**src/trc_pkg.sv**
```systemverilog
// Package for the reload/capture timer: register map, field positions, reset values.
// Assumes a 32-bit APB slave with one aligned word per register.
package trc_pkg;

  // ****************************************************************
  // Register indices and byte addresses
  // ****************************************************************
  localparam logic [7:0] IDX_CONTROL = 8'hC8;   // Timer control
  localparam logic [7:0] IDX_RELOAD_LOW = 8'hCA;   // Reload low byte
  localparam logic [7:0] IDX_RELOAD_HIGH = 8'hCB;  // Reload high byte
  localparam logic [7:0] IDX_COUNT_LOW = 8'hCC;    // Count low byte
  localparam logic [7:0] IDX_COUNT_HIGH = 8'hCD;   // Count high byte
  localparam logic [7:0] IDX_CLOCK_CTRL = 8'hCE;   // Per-byte clock selects
  localparam int ADDR_W = 12;                      // Byte address width

  // ****************************************************************
  // Control fields
  // ****************************************************************
  localparam int BIT_HIGH_OVF = 7;
  localparam int BIT_LOW_OVF = 6;
  localparam int BIT_LOW_IRQ_EN = 5;
  localparam int BIT_OSC_CAPTURE = 4;
  localparam int BIT_SPLIT = 3;
  localparam int BIT_RUN = 2;
  localparam int BIT_CAP_SRC = 1;
  localparam int BIT_EXT_TICK = 0;
  // Clock control fields
  localparam int BIT_HIGH_CLK_SEL = 1;
  localparam int BIT_LOW_CLK_SEL = 0;
  localparam int BIT_CAPTURE_MODE = 2;

  // ****************************************************************
  // Reset values and timing counts
  // ****************************************************************
  localparam logic [7:0] RESET_BYTE = 8'h00;
  localparam int SYS_DIVIDE = 12;                  // System clock prescale
  localparam logic [3:0] PRESCALE_LAST = 4'(SYS_DIVIDE - 1);

  // Control bits carried as one packed group
  typedef struct packed {
    logic low_byte_irq_enable;
    logic osc_capture_enable;
    logic split_mode_select;
    logic run_control;
    logic capture_source_select;
    logic ext_tick_select;
  } trc_ctrl_t;

endpackage

```
**src/trc_tick_gen.sv**
```systemverilog
// Tick generator: system clock divided by 12 and the synchronised external tick.
// Assumes the external divided clock is a slow level, asynchronous to CLK.
`timescale 1ns/100ps
module trc_tick_gen (
  input wire logic clk,
  input wire logic reset_n,
  input wire logic ext_clk_div8,
  input wire logic ext_tick_select,
  output logic slow_tick
);

  // ****************************************************************
  // Prescaler and synchroniser
  // ****************************************************************
  logic [3:0] presc_r;       // Divide-by-12 counter
  logic sync1_r;             // First synchroniser stage, read by sync2 only
  logic sync2_r;             // Second stage
  logic sync3_r;             // Delayed copy for edge detection
  logic div12_tick;

  // Free-running prescaler
  always_ff @(posedge clk or negedge reset_n) begin
    if (!reset_n) begin
      presc_r <= 4'h0;
    end else if (presc_r == trc_pkg::PRESCALE_LAST) begin
      presc_r <= 4'h0;
    end else begin
      presc_r <= presc_r + 4'h1;
    end
  end

  assign div12_tick = (presc_r == trc_pkg::PRESCALE_LAST);

  // Two-flop synchroniser then edge register; keeps the counter on one clock
  always_ff @(posedge clk or negedge reset_n) begin
    if (!reset_n) begin
      sync1_r <= 1'b0;
      sync2_r <= 1'b0;
      sync3_r <= 1'b0;
    end else begin
      sync1_r <= ext_clk_div8;
      sync2_r <= sync1_r;
      sync3_r <= sync2_r;
    end
  end

  // Rising edge becomes a one-cycle enable; select picks the slow tick
  assign slow_tick = ext_tick_select ? (sync2_r & ~sync3_r) : div12_tick;

endmodule

```
**src/trc_timer.sv**
```systemverilog
// Top of the reload/capture timer: APB register file, counter, capture logic.
// Assumes a plain APB master; SOF and oscillator inputs synchronous to CLK.
// What this block does
// Low overflow interrupts when both enables set
// Oscillator capture enable selects oscillator capture
// Oscillator falling edge copies count to reload
// Split mode gives two auto-reload 8-bit timers
// Counting only while run control set
// Split mode: run gates high timer only
// Source select: 0 SOF, 1 oscillator edge
// External select: divide-12 or external/8
// Per-byte selects choose system clock or tick
// Reload low byte is read/write
// Reload high byte is read/write
// Count low reads low byte of counter
// 16-bit rollover reloads and sets high flag
// Low rollover sets low flag always
// Hardware never clears overflow flags
// External tick synchronised into one-cycle enable
//
// Our own choice: the APB slave port.
`timescale 1ns/100ps
module trc_timer (
  input wire logic CLK,
  input wire logic RESET_N,
  input wire logic PSEL,
  input wire logic PENABLE,
  input wire logic PWRITE,
  input wire logic [trc_pkg::ADDR_W-1:0] PADDR,
  input wire logic [31:0] PWDATA,
  input wire logic [3:0] PSTRB,
  output logic [31:0] PRDATA,
  output logic PREADY,
  output logic PSLVERR,
  input wire logic TIMER_IRQ_ENABLE,
  input wire logic EXT_CLK_DIV8,
  input wire logic USB_SOF,
  input wire logic LFO_OUT,
  output logic TIMER_IRQ
);

  // ****************************************************************
  // Register state
  // ****************************************************************
  trc_pkg::trc_ctrl_t ctrl_r;     // Software control bits
  logic high_ovf_r;               // High overflow flag
  logic low_ovf_r;                // Low overflow flag
  logic [7:0] reload_lo_r;        // Reload / capture low byte
  logic [7:0] reload_hi_r;        // Reload / capture high byte
  logic [7:0] count_lo_r;         // Counter low byte
  logic [7:0] count_hi_r;         // Counter high byte
  logic high_clk_sel_r;           // 1: high timer on system clock
  logic low_clk_sel_r;            // 1: low timer on system clock
  logic capture_mode_r;           // General capture mode enable
  logic lfo_d_r;                  // Previous oscillator level
  logic capture_pulse_r;          // Capture happened, for interrupt
  logic slow_tick;
  logic tick_lo, tick_hi;
  logic run_lo, run_hi;
  logic inc_lo, inc_hi;
  logic wrap_lo, wrap_hi;
  logic lfo_fall, capture_evt;
  logic wr_en, rd_en;
  logic [7:0] word_idx;
  logic addr_ok;
  logic [7:0] rd_byte;

  // ****************************************************************
  // APB decode
  // ****************************************************************
  // Zero-wait slave; upper address bits must be zero for a hit
  assign word_idx = PADDR[9:2];
  assign addr_ok = (PADDR[1:0] == 2'b00) && (PADDR[trc_pkg::ADDR_W-1:10] == '0) &&
    ((word_idx == trc_pkg::IDX_CONTROL) || (word_idx == trc_pkg::IDX_RELOAD_LOW) ||
     (word_idx == trc_pkg::IDX_RELOAD_HIGH) || (word_idx == trc_pkg::IDX_COUNT_LOW) ||
     (word_idx == trc_pkg::IDX_COUNT_HIGH) || (word_idx == trc_pkg::IDX_CLOCK_CTRL));
  assign PREADY = 1'b1;
  assign PSLVERR = PSEL & PENABLE & ~addr_ok;
  // Only the low lane carries data; a write without lane 0 is ignored
  assign wr_en = PSEL & PENABLE & PWRITE & addr_ok & PSTRB[0];
  assign rd_en = PSEL & ~PENABLE & ~PWRITE;

  // ****************************************************************
  // Tick selection
  // ****************************************************************
  trc_tick_gen i_trc_tick_gen (
    .clk(CLK),
    .reset_n(RESET_N),
    .ext_clk_div8(EXT_CLK_DIV8),
    .ext_tick_select(ctrl_r.ext_tick_select),
    .slow_tick(slow_tick)
  );

  // Each byte: system clock or the selected slow tick
  assign tick_lo = low_clk_sel_r ? 1'b1 : slow_tick;
  assign tick_hi = high_clk_sel_r ? 1'b1 : slow_tick;

  // Low byte free-runs in split mode, run gates the rest
  assign run_lo = ctrl_r.split_mode_select ? 1'b1 : ctrl_r.run_control;
  assign run_hi = ctrl_r.run_control;

  // In 16-bit mode both bytes share the low byte's tick
  assign inc_lo = run_lo & tick_lo;
  assign wrap_lo = inc_lo & (count_lo_r == 8'hFF);
  assign inc_hi = ctrl_r.split_mode_select ? (run_hi & tick_hi) : wrap_lo;
  assign wrap_hi = inc_hi & (count_hi_r == 8'hFF);

  // ****************************************************************
  // Capture events
  // ****************************************************************
  assign lfo_fall = lfo_d_r & ~LFO_OUT;
  // Oscillator enable alone, or general mode with the source bit
  assign capture_evt = (ctrl_r.osc_capture_enable & lfo_fall) |
    (capture_mode_r & (ctrl_r.capture_source_select ? lfo_fall : USB_SOF));

  // Oscillator edge history
  always_ff @(posedge CLK or negedge RESET_N) begin
    if (!RESET_N) begin
      lfo_d_r <= 1'b0;
      capture_pulse_r <= 1'b0;
    end else begin
      lfo_d_r <= LFO_OUT;
      capture_pulse_r <= capture_evt;
    end
  end

  // ****************************************************************
  // Control register
  // ****************************************************************
  always_ff @(posedge CLK or negedge RESET_N) begin
    if (!RESET_N) begin
      ctrl_r <= '0;
      high_clk_sel_r <= 1'b0;
      low_clk_sel_r <= 1'b0;
      capture_mode_r <= 1'b0;
    end else if (wr_en && word_idx == trc_pkg::IDX_CONTROL) begin
      ctrl_r.low_byte_irq_enable <= PWDATA[trc_pkg::BIT_LOW_IRQ_EN];
      ctrl_r.osc_capture_enable <= PWDATA[trc_pkg::BIT_OSC_CAPTURE];
      ctrl_r.split_mode_select <= PWDATA[trc_pkg::BIT_SPLIT];
      ctrl_r.run_control <= PWDATA[trc_pkg::BIT_RUN];
      ctrl_r.capture_source_select <= PWDATA[trc_pkg::BIT_CAP_SRC];
      ctrl_r.ext_tick_select <= PWDATA[trc_pkg::BIT_EXT_TICK];
    end else if (wr_en && word_idx == trc_pkg::IDX_CLOCK_CTRL) begin
      high_clk_sel_r <= PWDATA[trc_pkg::BIT_HIGH_CLK_SEL];
      low_clk_sel_r <= PWDATA[trc_pkg::BIT_LOW_CLK_SEL];
      capture_mode_r <= PWDATA[trc_pkg::BIT_CAPTURE_MODE];
    end
  end

  // ****************************************************************
  // Overflow flags
  // ****************************************************************
  // Flags set by hardware; a control write loads them, hardware set wins
  always_ff @(posedge CLK or negedge RESET_N) begin
    if (!RESET_N) begin
      high_ovf_r <= 1'b0;
      low_ovf_r <= 1'b0;
    end else begin
      if (wrap_hi) begin
        high_ovf_r <= 1'b1;
      end else if (wr_en && word_idx == trc_pkg::IDX_CONTROL) begin
        high_ovf_r <= PWDATA[trc_pkg::BIT_HIGH_OVF];
      end
      if (wrap_lo) begin
        low_ovf_r <= 1'b1;
      end else if (wr_en && word_idx == trc_pkg::IDX_CONTROL) begin
        low_ovf_r <= PWDATA[trc_pkg::BIT_LOW_OVF];
      end
    end
  end

  // ****************************************************************
  // Reload registers
  // ****************************************************************
  // Capture beats a software write in the same cycle: the measurement matters more
  always_ff @(posedge CLK or negedge RESET_N) begin
    if (!RESET_N) begin
      reload_lo_r <= trc_pkg::RESET_BYTE;
      reload_hi_r <= trc_pkg::RESET_BYTE;
    end else if (capture_evt) begin
      reload_lo_r <= count_lo_r;
      reload_hi_r <= count_hi_r;
    end else begin
      if (wr_en && word_idx == trc_pkg::IDX_RELOAD_LOW) begin
        reload_lo_r <= PWDATA[7:0];
      end
      if (wr_en && word_idx == trc_pkg::IDX_RELOAD_HIGH) begin
        reload_hi_r <= PWDATA[7:0];
      end
    end
  end

  // ****************************************************************
  // Counter
  // ****************************************************************
  // Low byte; wraps to reload in split mode or at 16-bit rollover, else to zero. General capture mode keeps counting
  // through wrap to zero so the captured value is a raw period.
  always_ff @(posedge CLK or negedge RESET_N) begin
    if (!RESET_N) begin
      count_lo_r <= trc_pkg::RESET_BYTE;
    end else if (wr_en && word_idx == trc_pkg::IDX_COUNT_LOW) begin
      count_lo_r <= PWDATA[7:0];
    end else if (inc_lo) begin
      if (wrap_lo && ctrl_r.split_mode_select && !capture_mode_r) begin
        count_lo_r <= reload_lo_r;
      end else if (wrap_lo && wrap_hi && !capture_mode_r) begin
        count_lo_r <= reload_lo_r;
      end else begin
        count_lo_r <= count_lo_r + 8'h01;
      end
    end
  end

  // High byte
  always_ff @(posedge CLK or negedge RESET_N) begin
    if (!RESET_N) begin
      count_hi_r <= trc_pkg::RESET_BYTE;
    end else if (wr_en && word_idx == trc_pkg::IDX_COUNT_HIGH) begin
      count_hi_r <= PWDATA[7:0];
    end else if (inc_hi) begin
      if (wrap_hi && !capture_mode_r) begin
        count_hi_r <= reload_hi_r;
      end else begin
        count_hi_r <= count_hi_r + 8'h01;
      end
    end
  end

  // ****************************************************************
  // Interrupt output and read data
  // ****************************************************************
  // Level from the flags, plus a capture pulse
  assign TIMER_IRQ = TIMER_IRQ_ENABLE &
    (high_ovf_r | (ctrl_r.low_byte_irq_enable & low_ovf_r) | capture_pulse_r);

  // Read mux; unmapped reads give zero
  always_comb begin
    rd_byte = 8'h00;
    unique case (word_idx)
      trc_pkg::IDX_CONTROL: rd_byte = {high_ovf_r, low_ovf_r, ctrl_r};
      trc_pkg::IDX_RELOAD_LOW: rd_byte = reload_lo_r;
      trc_pkg::IDX_RELOAD_HIGH: rd_byte = reload_hi_r;
      trc_pkg::IDX_COUNT_LOW: rd_byte = count_lo_r;
      trc_pkg::IDX_COUNT_HIGH: rd_byte = count_hi_r;
      trc_pkg::IDX_CLOCK_CTRL: rd_byte = {5'h00, capture_mode_r, high_clk_sel_r,
        low_clk_sel_r};
      default: rd_byte = 8'h00;
    endcase
  end

  // Read data captured at setup so it stands through the access phase
  always_ff @(posedge CLK or negedge RESET_N) begin
    if (!RESET_N) begin
      PRDATA <= 32'h0000_0000;
    end else if (rd_en) begin
      PRDATA <= addr_ok ? {24'h000000, rd_byte} : 32'h0000_0000;
    end
  end
endmodule

```
**config.mk**
```make
export PLATFORM = sky130hd
export DESIGN_NAME = trc_timer
export DESIGN_NICKNAME = d
export VERILOG_FILES = /design/src/trc_pkg.sv /design/src/trc_tick_gen.sv /design/src/trc_timer.sv
export SDC_FILE = /design/constraint.sdc
export NUM_CORES = 1
export LEC_CHECK = 0
export BUFFER_PORTS_ARGS = -buffer_cell sky130_fd_sc_hd__buf_2
export CORE_MARGIN = 1.5
export CORE_UTILIZATION = 25
export DETAILED_ROUTE_END_ITERATION = 10
export SYNTH_ARGS = -nofsm -noshare
export SYNTH_HDL_FRONTEND = slang
export SYNTH_HIERARCHICAL = 1
export SYNTH_SLANG_ARGS = --single-unit
```
**constraint.sdc**
```tcl
create_clock -name CLK -period 5.3 [get_ports CLK]
set_input_delay 0 -clock CLK [delete_from_list [all_inputs] [get_ports CLK]]
set_output_delay 0 -clock CLK [all_outputs]
set_load 0.02 [all_outputs]
```
After elaboration in Yosys (flattened, before gate mapping)
Cells that the tools add are included.
{ "classes": {"n_addsub": 3, "n_eq_ne": 9, "n_mux": 24, "n_bitwise": 26, "reduce_logical": 28} }
{ "op_table": {"columns": ["cell", "n"], "rows": [
  ["8-bit two-way mux", 12],
  ["8-bit == test (second input constant)", 8],
  ["8-bit case mux with 6 select lines", 1],
  ["1-bit bitwise AND", 17],
  ["8-bit by 1-bit adder with 8-bit output (second input constant)", 2],
  ["1-bit logical AND", 13],
  ["2-bit nonzero test", 6],
  ["1-bit two-way mux", 10],
  ["1-bit NOT", 6],
  ["1-bit logical OR", 5],
  ["4-bit by 1-bit adder with 4-bit output (second input constant)", 1],
  ["4-bit == test (second input constant)", 1],
  ["2-bit logical NOT", 2],
  ["4-bit two-way mux", 1],
  ["1-bit OR", 3],
  ["2-bit AND reduction", 1],
  ["1-bit logical NOT", 1]
]} }
{ "word_totals": {"reg_bits": 84, "input_bits": 57, "output_inout_bits": 35, "wordCells": 112} }

Depth between registers and ports, before layout
{ "depth": {"depth_word": 14, "ltp_mapped": 10, "ltp_nobuf": 9} }

Hierarchy
The synthesis kept the hierarchy.
{ "modules_own_cells": {"columns": ["module", "instances", "cells_per_inst", "area_per_inst_um2"], "rows": [
  ["trc_timer", 1, 377, 3389.5],
  ["trc_tick_gen", 1, 19, 251.5]
]} }

Least setup slack after synthesis
Ideal clock, no wire load.
{ "synth_path": {"path_kind": "register -> register", "start": "reg i_trc_tick_gen.presc_r[0]", "end": "reg count_hi_r[6]", "setup_time_ns": 0.148, "arrival_ns": 1.993, "required_ns": 5.152, "path_slack_ns": 3.159, "path_stages_with_launch": 10, "period_less_slack_ns": 2.141, "path_cell_list": "dfrtp_1 > ha_1 > nor2b_1 > nand2_1 > o21ai_2 > o22ai_1 > o41ai_2 > nand4_1 > mux2i_1 > o21ai_0"} }
{ "synth_between": {"elab_chain_cells": 11} }
{ "synth_rtl": {"columns": ["item", "line", "text"], "rows": [
  ["from (decl)", "trc_tick_gen.sv:15", "logic [3:0] presc_r;"],
  ["from (signal assigned)", "trc_tick_gen.sv:28", "presc_r <= presc_r + 4'h1;"],
  ["4-bit == test (*)", "trc_tick_gen.sv:32", "assign div12_tick = (presc_r == trc_pkg::PRESCALE_LAST);"],
  ["1-bit two-way mux (*)", "trc_tick_gen.sv:48", "assign slow_tick = ext_tick_select ? (sync2_r & ~sync3_r) : div12_tick;"],
  ["named net slow_tick", "trc_timer.sv:57", "logic slow_tick;"],
  ["1-bit two-way mux", "trc_timer.sv:95", "assign tick_lo = low_clk_sel_r ? 1'b1 : slow_tick;"],
  ["1-bit bitwise AND", "trc_timer.sv:103", "assign inc_lo = run_lo & tick_lo;"],
  ["1-bit bitwise AND", "trc_timer.sv:104", "assign wrap_lo = inc_lo & (count_lo_r == 8'hFF);"],
  ["1-bit two-way mux (*)", "trc_timer.sv:105", "assign inc_hi = ctrl_r.split_mode_select ? (run_hi & tick_hi) : wrap_lo;"],
  ["1-bit bitwise AND", "trc_timer.sv:106", "assign wrap_hi = inc_hi & (count_hi_r == 8'hFF);"],
  ["1-bit logical AND", "trc_timer.sv:221", "if (wrap_hi && !capture_mode_r) begin"],
  ["8-bit two-way mux", "trc_timer.sv:221", null],
  ["8-bit two-way mux", "trc_timer.sv:220", "end else if (inc_hi) begin"],
  ["8-bit two-way mux", "trc_timer.sv:218", "end else if (wr_en && word_idx == trc_pkg::IDX_COUNT_HIGH) begin"],
  ["to (signal assigned)", "trc_timer.sv:217", "count_hi_r <= trc_pkg::RESET_BYTE;"],
  ["to (signal assigned)", "trc_timer.sv:219", "count_hi_r <= PWDATA[7:0];"],
  ["to (signal assigned)", "trc_timer.sv:222", "count_hi_r <= reload_hi_r;"],
  ["to (decl)", "trc_timer.sv:51", "logic [7:0] count_hi_r;"]
]} }
The timed path passes the listed nets; every way through them passes the cells marked *. The select of a mux whose other input is x is not followed.
A chain may end at the register's enable or synchronous reset.

Worst setup path in the final report
Ends and elaborated chain as after synthesis.

==> qor.yml <==
status: "finished, final reports clean"
pin_count: 92
root_buffer: "clkbuf_16"
drive_gt1_frac: 0.189
hold_end: "count_hi_r[1]"
layout_commonest_cell: "dfrtp_1"
fin_crit_sh: 0.564
worst_skew_pair.late_latency_ps: 330
synthCells: 396
die_h_um: 124
cts_resized: 0
port_buffers: 39
antenna_cells: 0
drt_iter0_markers: 273
worstMarginPinSlew_ps: 1040
synth_seq_cells: 60
start_util: 0.259
die_w_um: 124
clockBufferDepth: 2
ctsHoldBuffers: 10
drv_cap: 0
clk_pin_slew_worst_paths_ps: 50
core_area_um2: 14000
worstHoldStart: "PWDATA[1]"
peakVddDrop_v: 0.000142
max_freq_mhz: 335
syn_area_um2: 3640
cts_made_buffers: 9
reg2regPathDepth: 9
setup_viol: 0
yosysWarnings: 6
crit_required_ps: 5480
rsz0062_at_grt: "no"
fin_crit_ps: 2990
die_area_um2: 15300
vias: 3069
clock_sinks: 60
ys_seq_area_frac: 0.412
grt_pass1_vias: 2899
timing.rr.end: "count_hi_r[6]"
startpoint: "i_trc_tick_gen/presc_r[0]"
setup_tns_ps: 0
reg2reg_setup_slack_ps: 2310
slew-limit-headroom: 0.300
cts_setup_buffers: 0
holdPathStages: 2
via_per_inst: 4.99
gp_congestion: 0.836
startpoint_type: "register"
cp_data_arrival_time_ps: 3170
synth-main-ff-cell: "dfrtp_1"
hpwlAfterDp_um: 6940
crit_type: "reg2reg"
maxSlewViolCount: 0
synth_edf_count: 0
p_leak_nw: 1.87
grt_pass1_wl_um: 15400
grtUsageTotal: 0.133
synth_cell_types: 59
area_growth_pct: 18.6
overflow: 0
layout.nets: 491
r2r-start: "i_trc_tick_gen/presc_r[0]"
worstHoldPathType: "in2reg"
wire_per_inst_um: 15.7
remaining_drc_errors: 0
routed_wl_um: 9650
ys_async_sr_fraction: 1.00
antenna_found_initial: 0
fin_skew_ps: 3.59
power.density_nw_per_um2: 287
n_fill_cell: 1471
hold_viol_final: 0
critPathMaxFanout: 11
htree_levels: 3
avgSynthCellArea_um2: 9.19
ant_nets: 0
cp-end-kind: "register"
rows: 43
dr.pass1.iters: 5
grt_max_degree: 61
p_total_mw: 1.24
tritoncts: "yes"
mostFrequentLayoutCells: "dfrtp_1, nand2_1, buf_2"
## critical path, stage by stage (launching register included)
cell and delay [ps]:
dfrtp_1 370, ha_1 190, nor2b_1 190, nand2_1 90, o21ai_2 180, o22ai_1 330, o41ai_2 920, nand4_1 290
mux2i_1 200, o21ai_0 80
## cell families after synthesis
logic type,share of synthesized area
fa+ha+maj,0.0103
xor+xnor,0.0120
buf+inv,0.0835
other cells,0.00206
mux,0.115
flops,0.412
simple gates,0.178
compound gates,0.187
## registers in the layout (all words and copies together), names as in the netlist, 4 cells and up
signal,flops
count_lo_r,8
i_trc_tick_gen/presc_r,4
reload_hi_r,8
PRDATA,8
ctrl_r,5
reload_lo_r,8
count_hi_r,8
## stage by stage
step | setup slack (ps) | hold WS, ps | utilization | cells | area (um^2)
after floorplan | 3160 | -296 | - | 419 | 3730
after global placement | 2470 | 123 | 0.276 | 590 | 3880
after detailed placement | 2390 | 120 | 0.276 | 590 | 3880
after CTS | 2380 | 1.65 | 0.307 | 615 | 4320
after global routing | 2170 | 19.5 | 0.307 | 615 | 4320
final | 2310 | 2.23 | 0.307 | 615 | 4320
## cells in the mapped netlist (3+ instances only)
library cell	number	area, um^2
o32ai_1	4	35.0
xor2_1	3	26.3
a21o_1	3	22.5
buf_4	25	188
o21ai_0	14	70.1
a21oi_1	22	110
a31o_2	3	26.3
nor3_1	4	20.0
and3_1	3	18.8
ha_1	3	37.5
a22oi_1	4	30.0
mux2i_1	26	260
buf_1	3	11.3
clkbuf_1	21	78.8
o221ai_1	3	26.3
dfrtp_1	60	1500
a22o_1	3	26.3
nand4_1	5	31.3
o31ai_1	3	22.5
o21ai_1	3	15.0
nand3_1	7	35.0
nand2b_1	5	31.3
mux2_2	14	158
a211oi_1	4	30.0
nand2_1	49	184
nor2b_1	5	31.3
inv_1	4	15.0
a31oi_1	17	106
nor2_1	35	131
o22ai_1	3	18.8
## worst max-delay path by stage
| stage | endpoint | slack [ps] | cells past startpoint |
|---|---|---|---|
| finish | count_hi_r[6] | 2310 | 9 |
| global route | count_hi_r[6] | 2170 | 9 |
| CTS | count_hi_r[6] | 2380 | 9 |
| detailed placement | count_hi_r[6] | 2390 | 9 |
| global placement | count_hi_r[6] | 2470 | 9 |
| floorplan | count_hi_r[6] | 3160 | 9 |
## where the power goes
part	switching, mW	total [mW]	internal, mW
Combinational	0.0628	0.0918	0.0290
Clock	0.212	0.679	0.467
Sequential	0.00579	0.469	0.464
## area by class of cell
cell class                      instances  area [um^2]  share of cell area
Multi-Input combinational cell        305         1930               0.446
Tap cell                              180          225              0.0522
Sequential cell                        60         1500               0.348
Clock inverter                          5          100              0.0232
Inverter                                4         15.0             0.00348
Clock buffer                           10          239              0.0553
Timing Repair Buffer                   51          310              0.0719
## per-layer routing
layer	global-route usage	wire, um	vias up	part of all wire
met3	0.0357	511	8	0.053
met5	0	0	-	0
met2	0.212	4540	100	0.47
met4	0.0388	97	0	0.010
li1	-	-	1460	-
met1	0.177	4510	1501	0.47
No activity file was read; power rests on OpenSTA's default activity.
